$ cat src/hdl/port_af_defs.svh
// Register offsets, reset values, masks and pin positions of the
// alternate-function multiplexer. Definitions only.
`ifndef PORT_AF_DEFS_SVH
`define PORT_AF_DEFS_SVH

// Byte addresses on the register bus, one 32-bit word each.
`define OFS_AF_A 8'h00
`define OFS_AF_B 8'h04
`define OFS_AF_C 8'h08
`define OFS_AF_D 8'h0c
`define OFS_S1_A 8'h10
`define OFS_S2_A 8'h14
`define OFS_S1_B 8'h18
`define OFS_S1_C 8'h1c
`define OFS_STAT 8'h20

// Implemented pins of each port.
`define MASK_NONE 8'h00
`define MASK_LOW6 8'h3f
`define MASK_LOW4 8'h0f
`define MASK_ALL 8'hff

// Reset values: the shared reset pin starts in its reset function.
`define RST_AF_A8 8'h04
`define RST_S2_A8 8'h04
`define RST_AF_D 1'b1

// Pin positions inside a port.
`define PIN_T0 0
`define PIN_T0O 1
`define PIN_DE 2
`define PIN_CTS 3
`define PIN_RX 4
`define PIN_TX 5
`define PIN_T1 6
`define PIN_T1O 7
`define PIN_CLK_A 1
`define PIN_CLK_B 3
`define PIN_ANALOG_INPUT_SEVEN 4
`define PIN_VREF_B 5
`define PIN_VREF_C 2
`define PIN_RST_A 2
`define ANA_HI 7
`define ANA_PA1 0

// Two-bit selections of the 8-pin port A, first select bit first.
`define SEL_00 2'b00
`define SEL_01 2'b01
`define SEL_10 2'b10
`define SEL_11 2'b11

`endif

$ cat src/hdl/port_af_pkg.sv
// Types shared by the alternate-function multiplexer and its bench.
package port_af_pkg;

    // Output level and output enable of the eight pins of one port.
    typedef struct packed {
        logic [7:0] out;
        logic [7:0] oe;
    } pins_t;

    // Signals the peripherals present to the pins.
    typedef struct packed {
        logic t0_out;
        logic t0_outc;
        logic t0_in_mode;
        logic t1_out;
        logic t1_outc;
        logic t1_in_mode;
        logic uart_de;
        logic uart_txd;
        logic reset_drive;
    } periph_in_t;

    // Signals the pins hand to the peripherals.
    typedef struct packed {
        logic t0_in;
        logic t1_in;
        logic uart_cts;
        logic uart_rxd;
        logic ext_clk;
        logic ext_clk_sel;
        logic ext_reset_n;
        logic [7:0] analog_en;
        logic vref_en;
        logic [2:0] amp_en;
    } periph_out_t;

    // Whole state of the multiplexer.
    typedef struct packed {
        logic [7:0] af_a;
        logic [7:0] af_b;
        logic [7:0] af_c;
        logic af_d;
        logic [7:0] s1_a;
        logic [7:0] s2_a;
        logic [7:0] s1_b;
        logic [7:0] s1_c;
        logic done;
        logic [7:0] rdata;
        pins_t pa;
        pins_t pb;
        pins_t pc;
        pins_t pd;
        periph_out_t to_p;
    } state_t;

endpackage

$ cat src/hdl/port_alt_function_select.sv
// Alternate-function multiplexer for ports A to D with an Avalon-MM
// register slave. Assumes pin inputs already synchronous to i_core_clk
// and GPIO data and direction supplied by the port registers outside.
`timescale 1ns/10ps
`include "port_af_defs.svh"

module port_alt_function_select
    import port_af_pkg::*;
#(
    parameter int PIN_COUNT = 28
) (
    input wire logic i_core_clk,
    input wire logic i_rstn,
    input wire logic [7:0] i_address,
    input wire logic i_read,
    input wire logic i_write,
    input wire logic [31:0] i_writedata,
    input wire logic [3:0] i_byteenable,
    output logic [31:0] o_readdata,
    output logic o_waitrequest,
    input wire logic [7:0] i_pin_a,
    input wire logic [7:0] i_pin_b,
    input wire logic [7:0] i_pin_c,
    input wire logic [7:0] i_pin_d,
    input wire pins_t i_gpio_a,
    input wire pins_t i_gpio_b,
    input wire pins_t i_gpio_c,
    input wire pins_t i_gpio_d,
    input wire periph_in_t i_periph,
    output pins_t o_pin_a,
    output pins_t o_pin_b,
    output pins_t o_pin_c,
    output pins_t o_pin_d,
    output periph_out_t o_periph
);

    localparam bit IS8 = (PIN_COUNT == 8);
    localparam bit IS20 = (PIN_COUNT == 20);
    localparam bit IS28 = (PIN_COUNT == 28);
    localparam logic [7:0] MASK_A = IS8 ? `MASK_LOW6 : `MASK_ALL;
    localparam logic [7:0] MASK_B =
        IS8 ? `MASK_NONE : (IS20 ? `MASK_LOW4 : `MASK_ALL);
    localparam logic [7:0] MASK_C =
        IS8 ? `MASK_NONE : (IS20 ? `MASK_LOW4 : `MASK_ALL);
    // Select registers of port A exist only on the 8-pin part.
    localparam logic [7:0] MASK_SA = IS8 ? `MASK_LOW6 : `MASK_NONE;

    state_t q;
    state_t n;
    logic req;
    logic acc;

    // A request waits exactly one cycle, then completes.
    assign req = i_read | i_write;
    assign acc = req & q.done;
    assign o_waitrequest = req & ~q.done;
    assign o_readdata = {24'h000000, q.rdata};
    assign o_pin_a = q.pa;
    assign o_pin_b = q.pb;
    assign o_pin_c = q.pc;
    assign o_pin_d = q.pd;
    assign o_periph = q.to_p;

    // Bus decode, selection of each pin and its registered outputs.
    always_comb begin
        logic [1:0] s0;
        logic [1:0] s1;
        logic [1:0] s2;
        logic [1:0] s3;
        logic [7:0] a;
        logic [7:0] b;
        logic [7:0] bs;
        logic t0i;
        logic t0c;
        logic t0o;
        logic clk_a;
        logic ana_a;
        logic de;
        logic rst_a;
        logic t1o_a;
        logic cts;
        logic rx;
        logic tx;
        logic clk_b;
        s0 = 2'b00;
        s1 = 2'b00;
        s2 = 2'b00;
        s3 = 2'b00;
        a = 8'h00;
        b = 8'h00;
        bs = 8'h00;
        t0i = 1'b0;
        t0c = 1'b0;
        t0o = 1'b0;
        clk_a = 1'b0;
        ana_a = 1'b0;
        de = 1'b0;
        rst_a = 1'b0;
        t1o_a = 1'b0;
        cts = 1'b0;
        rx = 1'b0;
        tx = 1'b0;
        clk_b = 1'b0;
        n = q;
        n.done = req & ~q.done;

        // Read data is captured in the waiting cycle.
        if (req & ~q.done) begin
            case (i_address)
                `OFS_AF_A: n.rdata = q.af_a;
                `OFS_AF_B: n.rdata = q.af_b;
                `OFS_AF_C: n.rdata = q.af_c;
                `OFS_AF_D: n.rdata = {7'h00, q.af_d};
                `OFS_S1_A: n.rdata = q.s1_a;
                `OFS_S2_A: n.rdata = q.s2_a;
                `OFS_S1_B: n.rdata = q.s1_b;
                `OFS_S1_C: n.rdata = q.s1_c;
                `OFS_STAT: n.rdata = {5'h00, q.to_p.ext_reset_n,
                    q.to_p.vref_en, q.to_p.ext_clk_sel};
                default: n.rdata = 8'h00;
            endcase
        end

        // Writes land on the completing edge; missing pins stay zero.
        if (i_write & acc & i_byteenable[0]) begin
            case (i_address)
                `OFS_AF_A: n.af_a = i_writedata[7:0] & MASK_A;
                `OFS_AF_B: n.af_b = i_writedata[7:0] & MASK_B;
                `OFS_AF_C: n.af_c = i_writedata[7:0] & MASK_C;
                `OFS_AF_D: n.af_d = i_writedata[0] & ~IS8;
                `OFS_S1_A: n.s1_a = i_writedata[7:0] & MASK_SA;
                `OFS_S2_A: n.s2_a = i_writedata[7:0] & MASK_SA;
                `OFS_S1_B: n.s1_b = i_writedata[7:0] & MASK_B;
                `OFS_S1_C: n.s1_c = i_writedata[7:0] & MASK_C;
                default: ;
            endcase
        end

        // GPIO owns a pin unless its enable bit hands it over; a handed
        // over pin is released until a peripheral claims it.
        n.pa = i_gpio_a;
        n.pb = i_gpio_b;
        n.pc = i_gpio_c;
        n.pd = i_gpio_d;
        n.pa.out = i_gpio_a.out & ~q.af_a;
        n.pa.oe = i_gpio_a.oe & ~q.af_a;
        n.pb.out = i_gpio_b.out & ~q.af_b;
        n.pb.oe = i_gpio_b.oe & ~q.af_b;
        n.pc.out = i_gpio_c.out & ~q.af_c;
        n.pc.oe = i_gpio_c.oe & ~q.af_c;
        n.to_p = '0;

        // Port A decode; on the 8-pin part both select bits pick.
        a = q.af_a;
        s0 = {q.s1_a[`PIN_T0], q.s2_a[`PIN_T0]};
        s1 = {q.s1_a[`PIN_T0O], q.s2_a[`PIN_T0O]};
        s2 = {q.s1_a[`PIN_DE], q.s2_a[`PIN_DE]};
        s3 = {q.s1_a[`PIN_CTS], q.s2_a[`PIN_CTS]};
        t0i = a[`PIN_T0] & (IS8 ? s0 == `SEL_00
            : i_periph.t0_in_mode);
        t0c = a[`PIN_T0] & (IS8 ? s0 == `SEL_11
            : ~i_periph.t0_in_mode);
        t0o = a[`PIN_T0O] & (~IS8 | s1 == `SEL_00);
        clk_a = IS8 & a[`PIN_CLK_A] & s1 == `SEL_10;
        ana_a = IS8 & a[`PIN_CLK_A] & s1 == `SEL_11;
        de = a[`PIN_DE] & (~IS8 | s2 == `SEL_00);
        rst_a = IS8 & a[`PIN_RST_A] & s2 == `SEL_01;
        t1o_a = IS8 & a[`PIN_DE] & s2 == `SEL_10;
        cts = a[`PIN_CTS] & (~IS8 | s3 == `SEL_00);
        rx = a[`PIN_RX] & (~IS8 | ({q.s1_a[`PIN_RX],
            q.s2_a[`PIN_RX]} == `SEL_00));
        tx = a[`PIN_TX] & (~IS8 | ({q.s1_a[`PIN_TX],
            q.s2_a[`PIN_TX]} == `SEL_00));

        // Timer 0 on bits 0 and 1, complement drives only as output.
        n.to_p.t0_in = t0i & i_pin_a[`PIN_T0];
        if (t0c) begin
            n.pa.out[`PIN_T0] = i_periph.t0_outc;
            n.pa.oe[`PIN_T0] = 1'b1;
        end
        if (t0o) begin
            n.pa.out[`PIN_T0O] = i_periph.t0_out;
            n.pa.oe[`PIN_T0O] = 1'b1;
        end

        // Shared bit 2: driver enable, or on 8-pin reset or timer 1.
        if (de) begin
            n.pa.out[`PIN_DE] = i_periph.uart_de;
            n.pa.oe[`PIN_DE] = 1'b1;
        end
        if (t1o_a) begin
            n.pa.out[`PIN_DE] = i_periph.t1_out;
            n.pa.oe[`PIN_DE] = 1'b1;
        end
        if (rst_a) begin
            n.pa.oe[`PIN_RST_A] = i_periph.reset_drive;
        end

        // UART handshake and data.
        n.to_p.uart_cts = cts & i_pin_a[`PIN_CTS];
        n.to_p.uart_rxd = rx & i_pin_a[`PIN_RX];
        if (tx) begin
            n.pa.out[`PIN_TX] = i_periph.uart_txd;
            n.pa.oe[`PIN_TX] = 1'b1;
        end

        // Timer 1 on bits 6 and 7, only present above 8 pins.
        if (~IS8 & a[`PIN_T1]) begin
            n.to_p.t1_in = i_periph.t1_in_mode
                & i_pin_a[`PIN_T1];
            n.pa.out[`PIN_T1] = i_periph.t1_outc;
            n.pa.oe[`PIN_T1] = ~i_periph.t1_in_mode;
        end
        if (~IS8 & a[`PIN_T1O]) begin
            n.pa.out[`PIN_T1O] = i_periph.t1_out;
            n.pa.oe[`PIN_T1O] = 1'b1;
        end

        // Port B: only the first select bit counts, and only while the
        // enable bit is set; a cleared select picks the clock on bit 3 and is reserved elsewhere.
        b = q.af_b;
        bs = q.af_b & q.s1_b;
        clk_b = b[`PIN_CLK_B] & ~q.s1_b[`PIN_CLK_B];
        n.to_p.analog_en[3:0] = bs[3:0];
        n.to_p.analog_en[`ANA_HI] = bs[`PIN_ANALOG_INPUT_SEVEN];
        n.to_p.amp_en = bs[2:0];
        if (ana_a) begin
            n.to_p.analog_en[`ANA_PA1] = 1'b1;
        end

        // Reference pin differs with the package.
        n.to_p.vref_en = (IS28 & bs[`PIN_VREF_B])
            | (IS20 & q.af_c[`PIN_VREF_C]
            & q.s1_c[`PIN_VREF_C]) | ana_a;

        // External clock source: port B on larger parts, else port A.
        n.to_p.ext_clk_sel = clk_b | clk_a;
        if (clk_b) begin
            n.to_p.ext_clk = i_pin_b[`PIN_CLK_B];
        end else if (clk_a) begin
            n.to_p.ext_clk = i_pin_a[`PIN_CLK_A];
        end

        // Reset pin is open drain: it only ever pulls low.
        n.to_p.ext_reset_n = 1'b1;
        if (rst_a) begin
            n.to_p.ext_reset_n = i_pin_a[`PIN_RST_A];
        end
        if (q.af_d) begin
            n.pd.out[0] = 1'b0;
            n.pd.oe[0] = i_periph.reset_drive;
            n.to_p.ext_reset_n = i_pin_d[0];
        end
    end

    // State register; the reset pin comes up in its reset function.
    always_ff @(posedge i_core_clk or negedge i_rstn) begin
        if (!i_rstn) begin
            q <= '0;
            q.af_a <= IS8 ? `RST_AF_A8 : `MASK_NONE;
            q.s2_a <= IS8 ? `RST_S2_A8 : `MASK_NONE;
            q.af_d <= IS8 ? 1'b0 : `RST_AF_D;
            q.to_p.ext_reset_n <= 1'b1;
        end else begin
            q <= n;
        end
    end
endmodule // port_alt_function_select

$ cat config.mk
export PLATFORM = sky130hd
export DESIGN_NAME = port_alt_function_select
export DESIGN_NICKNAME = d
export VERILOG_FILES = /design/src/hdl/port_af_pkg.sv /design/src/hdl/port_alt_function_select.sv
export VERILOG_INCLUDE_DIRS = /design/src /design/src/hdl
export SDC_FILE = /design/constraint.sdc
export NUM_CORES = 1
export LEC_CHECK = 0
export ABC_CLOCK_PERIOD_IN_PS = 2170
export BUFFER_PORTS_ARGS = -buffer_cell sky130_fd_sc_hd__clkbuf_2
export CAP_MARGIN = 10
export CORE_AREA = 2 2 112 136
export DETAILED_ROUTE_END_ITERATION = 12
export DIE_AREA = 0 0 114 138
export PLACE_DENSITY = 0.7
export SLEW_MARGIN = 20
export SYNTH_ARGS = -nofsm -noshare
export SYNTH_HDL_FRONTEND = slang
export SYNTH_SLANG_ARGS = --single-unit
$ cat constraint.sdc
create_clock -name i_core_clk -period 2.17 [get_ports i_core_clk]
set_clock_uncertainty 0.1 [all_clocks]
set_input_delay 0.3255 -clock i_core_clk [delete_from_list [all_inputs] [get_ports i_core_clk]]
set_output_delay 0.3255 -clock i_core_clk [all_outputs]
set_load 0.01 [all_outputs]
==> results.md, run 1 <==
- Status: complete, no violations
- All-Layer GR Usage: 16.7%
- Wire per inst: 15.7 um
- Final Cell Area: 7050 um^2
- CP Data Required Time: 1740 ps
- CP startpoint kind: register
- DRC viols: 0
- Final setup vio count: 0
- Net count reported at finish: 762
- Pwr dens: 807 nW/um^2
- CTS tree: built
- Die Ht: 138 um
- YS warnings: 0
- Rel. slew slack: 60.8%
- Root Buffer Master: clkbuf_16
- Synth Register Bits: 127
- Clk buf depth: 2
- Fin cells: 800
- Post-synth top cells: 125 x dfrtp_1, 115 x buf_4, 53 x mux2_2
- RSZ-0062 raised after global routing: no
- Pin count of the biggest net entering global routing: 73
- FF-to-FF Start: q[91]
- Initial Util: 39.0%
- Initial detailed-routing violation count: 99
- Max-Cap Viols: 0
- Top Ports: 269
- Crit path largest cell delay: 410 ps
- Antenna cells: 0
- Highest Clock Rate: 540 MHz
- Cell area after synthesis: 5680 um^2
- Port-buffer cells: 188
- WP buf/inv: 2
- Die width: 114 um
- Vias: 3,649
- Final worst path period share: 85.4%
- Placed cell count: 746
- HP Start: i_gpio_a[6]
- Synth cell types: 42
- Synth area leader: dfrtp_1
- Max stage delay cell, worst path: dfrtp_1
- Dominant cells by area after synthesis: dfrtp_1 55%, buf_4 15%, mux2_2 10%
- Static Leak: 3.65 nW
- First-pass GRT wire length: 20,200 um
- Count leader, synth: dfrtp_1
- Post-synthesis sequential area ratio: 56.0%
- TNS Setup: 0 ps
- Worst min path class: input port to register
- RD Place Congestion: 0.825
- Total Wirelength: 12,500 um
- Clock buffer count from CTS: 17
- H-tree depth: 4
- Clock Sinks: 127
- Cell Area, Placed: 6240 um^2
- Least-Margin Pin Slew: 587 ps
- Async SR Flop Fraction: 100%
- Placeable Area: 14,600 um^2
- CP Launch Point: q[91]
- Dpl hpwl: 9360 um
- Vias in the first global route: 4,025
- Number of cell rows: 49
- Post-Synthesis Cells: 455
- Post-route ant nets: 0
- Final hold vios: 0
- Global route overflow: 0
- Yosys top cell area share: 55.0%
- Worst Path Arrival: 1430 ps
- Synth Flop Type: dfrtp_1
- Vias/cell: 4.56
- CP Max Fanout: 6
- Share of layout cells above drive strength 1: 49.4%
- Area Overhead vs Synth: 24.0%
- Drt first pass iters: 4
- CTS clk-pin slew, worst paths: 60 ps
- Total Die Area: 15,700 um^2
- Min Tclk post-route: 1850 ps
- Cts repair resizes: 0
- Cells along the critical path: o21bai_1 > inv_1 > clkbuf_2
- Post-CTS Hold Fix Bufs: 22
- Max-slew violation count: 0
- Peak VDD IR: 0.000472 V
- Crit Path Class: register to primary output
- Postcts setup bufs: 0
- Avg Cell Area, Syn: 12.5 um^2
- Initial antenna violation count: 0
- Cell family contributing the most delay on the critical path: flip-flops
- Clock latency on the worst-skew pair: 410 ps
- Post-synth EDFFs: 0
- Endpoint class of the critical path: primary output
==> sequential cells by signal, indices dropped and copies added (netlist names) <==
name        cells
q              42
o_pin_a        16
o_pin_b        16
o_pin_c        16
o_pin_d        16
o_periph       13
o_readdata      8
==> cell families after synthesis <==
family / count (synthesis) / synth area share [%]
other: 1 / 0.0660
and+or+nand+nor: 102 / 11.6
DFF: 127 / 56.0
AOI/OAI and AO/OA: 31 / 3.70
muxes: 63 / 12.3
buffers and inverters: 131 / 16.4
==> area by class of cell <==
type	count	area, um^2
clock buffers	22	474
clock inverters	10	111
fillers	1348	7540
inverters	6	22.5
multi-input cells	223	1670
flip-flops and latches	127	3180
well taps	178	223
repair buffers	234	1370
==> per-layer routing <==
layer | vias up | routed length [um] | global-route usage (%)
met4 | 0 | 327 | 6.68
met1 | 1778 | 4860 | 17.9
met5 | - | 0 | 0
met2 | 140 | 6650 | 30.3
li1 | 1708 | - | -
met3 | 23 | 709 | 5.17
==> through the flow <==
stage	util [%]	total power [mW]	setup slack (ps)	hold slack, ps
6_report	48.3	5.69	318	26.1
5_1_grt	48.3	5.95	188	18.6
4_1_cts	48.3	5.77	291	10.3
3_5_place_dp	42.8	2.93	114	23.5
3_3_place_gp	42.8	2.92	144	22.3
2_1_floorplan	-	2.79	235	-70.1
==> worst paths after layout <==
kind	endpoint	slack, ps	cells past startpoint
worst max-delay path	o_waitrequest	320	3
worst min-delay path	o_pin_a[6]	30	3
worst max register to register	q[134]	480	5
worst min register to register	o_pin_c[6]	390	1
max in group asynchronous	o_pin_c[4]	1210	3
min in group asynchronous	o_pin_a[5]	170	2
==> layout by cell type (no fill, tap or decap), types with 4 or more instances in the layout <==
cell type	instances
a22o_1	5
a31oi_1	5
and2_1	9
and3_1	4
buf_4	22
clkbuf_16	17
clkbuf_2	187
clkinv_2	4
conb_1	27
dfrtp_1	125
dlygate4sd3_1	22
inv_1	6
mux2_2	53
mux2i_1	10
nand2_1	4
nand3_1	7
nand3b_1	6
nor2_1	9
nor2b_1	39
nor3_1	4
o21ai_0	11
or2_2	4
==> tightest hold or removal path, delay by kind of cell <==
family | cells | cell delay (ps)
multiplexers | 1 | 50
buffers and inverters | 2 | 120
==> report_power, final <==
part           switching [mW]  internal, mW  leakage [nW]
sequential             0.0304          2.44          1.62
combinational           0.238         0.205          1.75
clock                    1.00          1.77         0.282
total                    1.27          4.42          3.65
Power figures use the tool's default switching activity.
==> run 2, diff against run 1 <==
Settings changed: CORE_AREA 2 2 112 136 to 2 2 119 110, DIE_AREA 0 0 114 138 to 0 0 121 112, PLACE_DENSITY 0.7 to 0.8.
==> run 2 against run 1 <==
Largest power group unchanged. Non-clock buffer count shrank 7. Critical path depth grew 1. Utilization grew 8.2 points.
==> results.md, run 2 (same netlist as run 1, synthesis figures left out) <==
- Final setup vio count: 0 (unchanged)
- Antenna cells: 0 (unchanged)
- Share of layout cells above drive strength 1: 48.8% (-0.58 points)
- FF-to-FF Start: q[91]
- CTS tree: built
- Number of cell rows: 39 (-20%)
- CP startpoint kind: register
- Highest Clock Rate: 542 MHz (+0.40%)
- Vias: 3,705 (+1.5%)
- Endpoint class of the critical path: primary output
- Sequential fraction of design power: 42.7% (-0.8 points)
- Vias in the first global route: 3,985 (-0.99%)
- Clock buffer count from CTS: 17 (unchanged)
- Placed cell count: 728 (-2.4%)
- Setup slack, reg-to-reg: 450 ps (-30 ps)
- First-pass GRT wire length: 19,000 um (-5.9%)
- Clock latency on the worst-skew pair: 400 ps (about the same)
- Crit Reg-Reg Endpoint: q[134]
- Top Ports: 269 (unchanged)
- Initial Util: 46.0% (+7.1 points)
- Global route overflow: 0 (unchanged)
- Final hold vios: 0 (unchanged)
- Status: complete, no violations
- Initial detailed-routing violation count: 93 (-6.1%)
- Post-route ant nets: 0 (unchanged)
- Die Ht: 112 um (-19%)
- Most frequent cells in the layout: 187 x clkbuf_2, 125 x dfrtp_1, 53 x mux2_2
- CP Max Fanout: 4 (-2)
- Util after Layout: 56.5% (+8.2 points)
- Most common cell after layout, fill and taps aside: clkbuf_2
- Worst min path class: input port to register
- RD Place Congestion: 0.865 (+4.9%)
- Dpl hpwl: 8840 um (-5.5%)
- Clock share of power: 49.9% (+1.2 points)
- DRC viols: 0 (unchanged)
- Static Leak: 3.63 nW (-0.55%)
- Fin cells: 777 (-2.9%)
- Cell-internal power: 4.61 mW (+4.2%)
- Area Overhead vs Synth: 22.8%
- Max-Cap Viols: 0 (unchanged)
- Crit Path Class: register to primary output
- Clock Sinks: 127 (unchanged)
- Die width: 121 um (+6.1%)
- Peak VDD IR: 0.000446 V (-5.5%)
- Total Die Area: 13,600 um^2 (-14%)
- Clk buf depth: 2 (unchanged)
- Net count reported at finish: 755 (-0.92%)
- Postcts setup bufs: 0 (unchanged)
- Switch Pwr: 1.20 mW (-5.6%)
- Max stage delay cell, worst path: dfrtp_1
- Reg2Reg Depth: 5 (unchanged)
- Placeable Area: 12,300 um^2 (-15%)
- Root Buffer Master: clkbuf_16
- Pin count of the biggest net entering global routing: 54 (-26%)
- CTS clk-pin slew, worst paths: 50 ps (about the same)
- Final worst path period share: 85.0% (-0.34 points)
- Crit path largest cell delay: 410 ps (about the same)
- Dpl ws: 85.9 ps (-27.6 ps)
- Total Wirelength: 11,900 um (-5.3%)
- TNS Setup: 0 ps (unchanged)
- Net Sw Frac: 20.6% (-1.7 points)
- Port-buffer cells: 188 (unchanged)
- Wire per inst: 15.3 um (-2.5%)
- Least-Margin Pin Slew: 533 ps (-54.6 ps)
- Min Tclk post-route: 1850 ps (-7.34 ps)
- Comb power frac: 7.4% (-0.4 points)
- Rel. slew slack: 64.4% (+3.6 points)
- Final setup margin: 325 ps (+7.34 ps)
- Drt first pass iters: 4 (unchanged)
- Pwr dens: 832 nW/um^2 (+3.0%)
- Max-slew violation count: 0 (unchanged)
- CP Data Required Time: 1740 ps (about the same)
- Initial antenna violation count: 0 (unchanged)
- CP Launch Point: q[91]
- RSZ-0062 raised after global routing: no
- All-Layer GR Usage: 18.5% (+1.7 points)
- H-tree depth: 4 (unchanged)
- Top reg by flops: q
- Max reg flops: 42 (unchanged)
- CP endpoint: o_waitrequest
- Vias/cell: 4.77 (+4.5%)
- Cells along the critical path: o21bai_1 > buf_4 > inv_1 > clkbuf_2
- Worst Path Arrival: 1420 ps (about the same)
[run 2: stage by stage]
step / hold WS (ps) / area [um^2] / power, mW
after detailed placement: 135 / 6180 / 2.93
final: 21.1 / 6980 / 5.81
after global routing: 2.25 / 6980 / 6.04
after CTS: 7.64 / 6980 / 5.88
after global placement: 130 / 6180 / 2.91
after floorplan: -70.1 / 5780 / 2.79
[run 2: critical path: cells and delay by family (launching register included)]
family	cells	cell delay, ps
flip-flops	1	410
buffers and inverters	3	390
AO/OA/AOI/OAI	1	210
[run 2: worst min path at each step]
stage                              to  slack [ps]        start  depth (start not counted)
after global routing       o_pin_a[5]           2  i_gpio_a[5]                          2
after detailed placement       q[147]         130       i_rstn                          1
after global placement         q[147]         130       i_rstn                          1
after floorplan           o_periph[0]         -70       i_rstn                          0
final                      o_pin_a[5]          20  i_gpio_a[5]                          2
after CTS                  o_pin_a[5]           8  i_gpio_a[5]                          2
[run 2: timing repair]
item / CTS / global route
resized for setup: 0 / 0
hold buffers: 19 / 0
endpoints found under the hold margin: 48 / 0
[run 2: cell type report]
| class | instances | area, um^2 |
|---|---|---|
| Clock inverter | 7 | 135 |
| Fill cell | 1033 | 5370 |
| Multi-Input combinational cell | 223 | 1670 |
| Timing Repair Buffer | 227 | 1300 |
| Tap cell | 164 | 205 |
| Clock buffer | 23 | 468 |
| Inverter | 6 | 22.5 |
| Sequential cell | 127 | 3180 |
[run 2: routing by layer]
| metal | GRT usage, % | vias to the layer above | wire length, um |
|---|---|---|---|
| met4 | 7.52 | 0 | 293 |
| met1 | 20.1 | 1807 | 4390 |
| li1 | - | 1678 | - |
| met2 | 31.6 | 192 | 6100 |
| met5 | 0 | - | 0 |
| met3 | 7.79 | 28 | 1100 |
[run 2: power by group through the flow]
stage	Combinational, mW	Clock [mW]	Sequential [mW]
3_5_place_dp	0.409	0	2.52
2_1_floorplan	0.283	0	2.51
4_1_cts	0.437	2.96	2.48
6_report	0.432	2.90	2.48
5_1_grt	0.480	3.08	2.48
3_3_place_gp	0.396	0	2.51
==> run 3, diff against run 2 <==
Settings changed: ABC_AREA from default to 1, CORE_AREA 2 2 119 110 to 2 2 121 111, DIE_AREA 0 0 121 112 to 0 0 123 113, PLACE_DENSITY 0.8 to 0.79.
==> run 3 against run 2 <==
Via count grew 14%. Critical path type unchanged. Largest power group unchanged. Register-to-register slack better by 340 ps. Largest cell class unchanged. Cell count rose by 22%.
==> results.md, run 3 <==
- Status: complete, no violations
- Dpl hpwl: 8850 um (about the same)
- CP Max Fanout: 9 (+5)
- Avg Cell Area, Syn: 9.55 um^2 (-24%)
- Cell area after synthesis: 5840 um^2 (+2.7%)
- Max-Cap Viols: 0 (unchanged)
- Most common cell after layout, fill and taps aside: clkbuf_2
- CP startpoint kind: register
- Port-buffer cells: 188 (unchanged)
- WP buf/inv: 4 (+1)
- Drt first pass iters: 4 (unchanged)
- Max-slew violation count: 0 (unchanged)
- Clock buffer count from CTS: 17 (unchanged)
- Total Wirelength: 12,500 um (+5.4%)
- Max stage delay cell, worst path: dfrtp_1
- All-Layer GR Usage: 19.1% (+0.63 points)
- Top reg by flops: q
- Root Buffer Master: clkbuf_16
- Max reg flops: 42 (unchanged)
- Async SR Flop Fraction: 100% (unchanged)
- CP Data Required Time: 1740 ps (about the same)
- Switch Pwr: 1.24 mW (+3.7%)
- Vias/cell: 4.45 (-6.6%)
- Simple-gate share of the synthesized area: 18.3% (+6.7 points)
- Synth area leader: dfrtp_1
- Endpoint class of the critical path: primary output
- Final setup vio count: 0 (unchanged)
- YS warnings: 0 (unchanged)
- Net count reported at finish: 925 (+23%)
- Vias: 4,222 (+14%)
- Wire per inst: 13.2 um (-14%)
- Pwr dens: 784 nW/um^2 (-5.8%)
- Synth Area in Compound Gates: 5.44% (+1.7 points)
- Post-route ant nets: 0 (unchanged)
- Post-synthesis sequential area ratio: 54.5% (-1.5 points)
- Initial detailed-routing violation count: 193 (+110%)
- Global route overflow: 0 (unchanged)
- Dominant cells by area after synthesis: dfrtp_1 54%, buf_4 15%, nand2_1 7.3%
- Postcts setup bufs: 0 (unchanged)
- Adder-Cell Fraction of Synth Area: 0% (unchanged)
- Synth Register Bits: 127 (unchanged)
- Vias in the first global route: 4,289 (+7.6%)
- Final worst path period share: 79.0% (-6.1 points)
- Cell-internal power: 4.43 mW (-3.9%)
- Yosys top cell area share: 53.6% (-1.5 points)
- Largest family of logic cells by synthesized area: buffers and inverters
- Final hold vios: 0 (unchanged)
- Crit path largest cell delay: 350 ps (-60 ps)
- Share of layout cells above drive strength 1: 34.2% (-15 points)
- RSZ-0062 raised after global routing: no
- Cell family contributing the most delay on the critical path: buffers and inverters
- Worst min path class: input port to register
- Pin count of the biggest net entering global routing: 73 (+35%)
- Antenna cells: 0 (unchanged)
- Number of cell rows: 39 (unchanged)
- Clock Sinks: 127 (unchanged)
- TNS Setup: 0 ps (unchanged)
- Count leader, synth: dfrtp_1
- Initial Util: 46.4% (+0.33 points)
- First-pass GRT wire length: 20,300 um (+6.7%)
- Cts repair resizes: 0 (unchanged)
- Post-synthesis mux area share: 0.386% (-12 points)
- Min Tclk post-route: 1710 ps (-132 ps)
- Static Leak: 4.02 nW (+11%)
- Post-synth EDFFs: 0 (unchanged)
- H-tree depth: 4 (unchanged)
- Worst Path Arrival: 1290 ps (-130 ps)
- CTS tree: built
- Peak VDD IR: 0.000537 V (+20%)
- Placeable Area: 12,600 um^2 (+2.0%)
- Util after Layout: 57.5% (+0.96 points)
- Area Overhead vs Synth: 24.0%
- Cells along the critical path: inv_1 > o21ai_2 > buf_4 > clkinv_1 > clkbuf_2
- Post-Synthesis Cells: 611 (+34%)
- Synth Flop Type: dfrtp_1
- Clock share of power: 47.9% (-2.0 points)
- RD Place Congestion: 0.730 (-16%)
- Sequential fraction of design power: 43.7% (+1.0 points)
- Top Ports: 269 (unchanged)
- Total Die Area: 13,900 um^2 (+2.6%)
- Die Ht: 113 um (+0.89%)
- Crit Path Class: register to primary output
- Net Sw Frac: 21.9% (+1.3 points)
- Synth Area in XOR/XNOR: 0% (unchanged)
- Most frequent cells in the layout: 187 x clkbuf_2, 125 x dfrtp_1, 113 x nand2_1
- Clk buf depth: 2 (unchanged)
- Comb power frac: 8.5% (+1.1 points)
- CTS clk-pin slew, worst paths: 50 ps (about the same)
- Die width: 123 um (+1.7%)
- Highest Clock Rate: 584 MHz (+7.7%)
- Post-synth top cells: 125 x dfrtp_1, 116 x buf_4, 113 x nand2_1
- DRC viols: 0 (unchanged)
- Synth cell types: 28 (-33%)
- Initial antenna violation count: 0 (unchanged)
- Clock latency on the worst-skew pair: 400 ps (about the same)
-- run 3: changes by cell type after synthesis, moves of 9 or more --
| cell | previous run | this run |
|---|---|---|
| inv_1 | 6 | 72 |
| nand2_1 | 4 | 113 |
| nor2b_1 | 39 | 0 |
| mux2_2 | 53 | 2 |
| o21ai_0 | 11 | 2 |
| o21ai_2 | 0 | 18 |
| nand3_1 | 7 | 37 |
| nor2_1 | 9 | 53 |
| mux2i_1 | 10 | 0 |
| and2_1 | 9 | 0 |
| o21ai_1 | 0 | 29 |
-- run 3: final cells by class --
cell class                 count  area (um^2)
clock buffer                  25          485
clock inverter                 6         82.6
fill                        1083         5350
inverter                      76          289
multi-input combinational    310         1510
sequential                   127         3180
tap                          164          205
timing repair buffer         240         1480
-- run 3: final timing paths --
kind / startpoint / endpoint / slack [ps] / cells after the start
max: q[91] / o_waitrequest / 460 / 5
min: i_gpio_a[1] / o_pin_a[1] / 20 / 2
max reg2reg: q[91] / q[134] / 790 / 5
min reg2reg: o_readdata[7] / o_readdata[7] / 380 / 2
max in group asynchronous: i_rstn / q[124] / 1200 / 3
min in group asynchronous: i_rstn / o_pin_d[12] / 380 / 3
-- run 3: cell families after synthesis --
group / after synthesis
other: 1
muxes: 2
buffers and inverters: 200
AOI/OAI and AO/OA: 50
DFF: 127
and+or+nand+nor: 231
-- run 3: worst register-to-register path, stage by stage, from the launching register on --
cell	delay (ps)
dfrtp_1	310
inv_1	70
nor2_4	300
nand3_4	270
nand2_1	150
o21ai_2	60
-- run 3: stage by stage --
| step | total power [mW] | hold WS [ps] | std cells | area, um^2 | setup WS, ps |
|---|---|---|---|---|---|
| after floorplan | 2.80 | -70.1 | 637 | 5940 | 845 |
| after global placement | 2.92 | 228 | 869 | 6190 | 520 |
| after detailed placement | 2.93 | 225 | 869 | 6190 | 513 |
| after CTS | 5.74 | 0.580 | 948 | 7240 | 427 |
| after global routing | 5.89 | 0.539 | 948 | 7240 | 391 |
| final | 5.67 | 16.3 | 948 | 7240 | 457 |
-- run 3: power groups by stage --
stage / combinational, mW / clock, mW / sequential [mW]
after floorplan: 0.296 / 0 / 2.51
after detailed placement: 0.415 / 0 / 2.52
after global placement: 0.407 / 0 / 2.51
after global routing: 0.537 / 2.87 / 2.48
final: 0.481 / 2.72 / 2.48
after CTS: 0.485 / 2.77 / 2.48
-- run 3: repair_timing --
action                                  4_1_cts  5_1_grt
endpoints found under the hold margin       172        0
endpoints found under the setup margin        0        0
hold buffers                                 48        0
-- run 3: routing by layer --
layer  vias to the layer above  GRT usage, %  part of all wire [%]
li1                       2059             -                     -
met1                      1999          22.3                    40
met2                       150          33.2                    51
met3                        14          6.80                   7.3
met4                         0          5.23                   1.2
met5                         -             0                     0
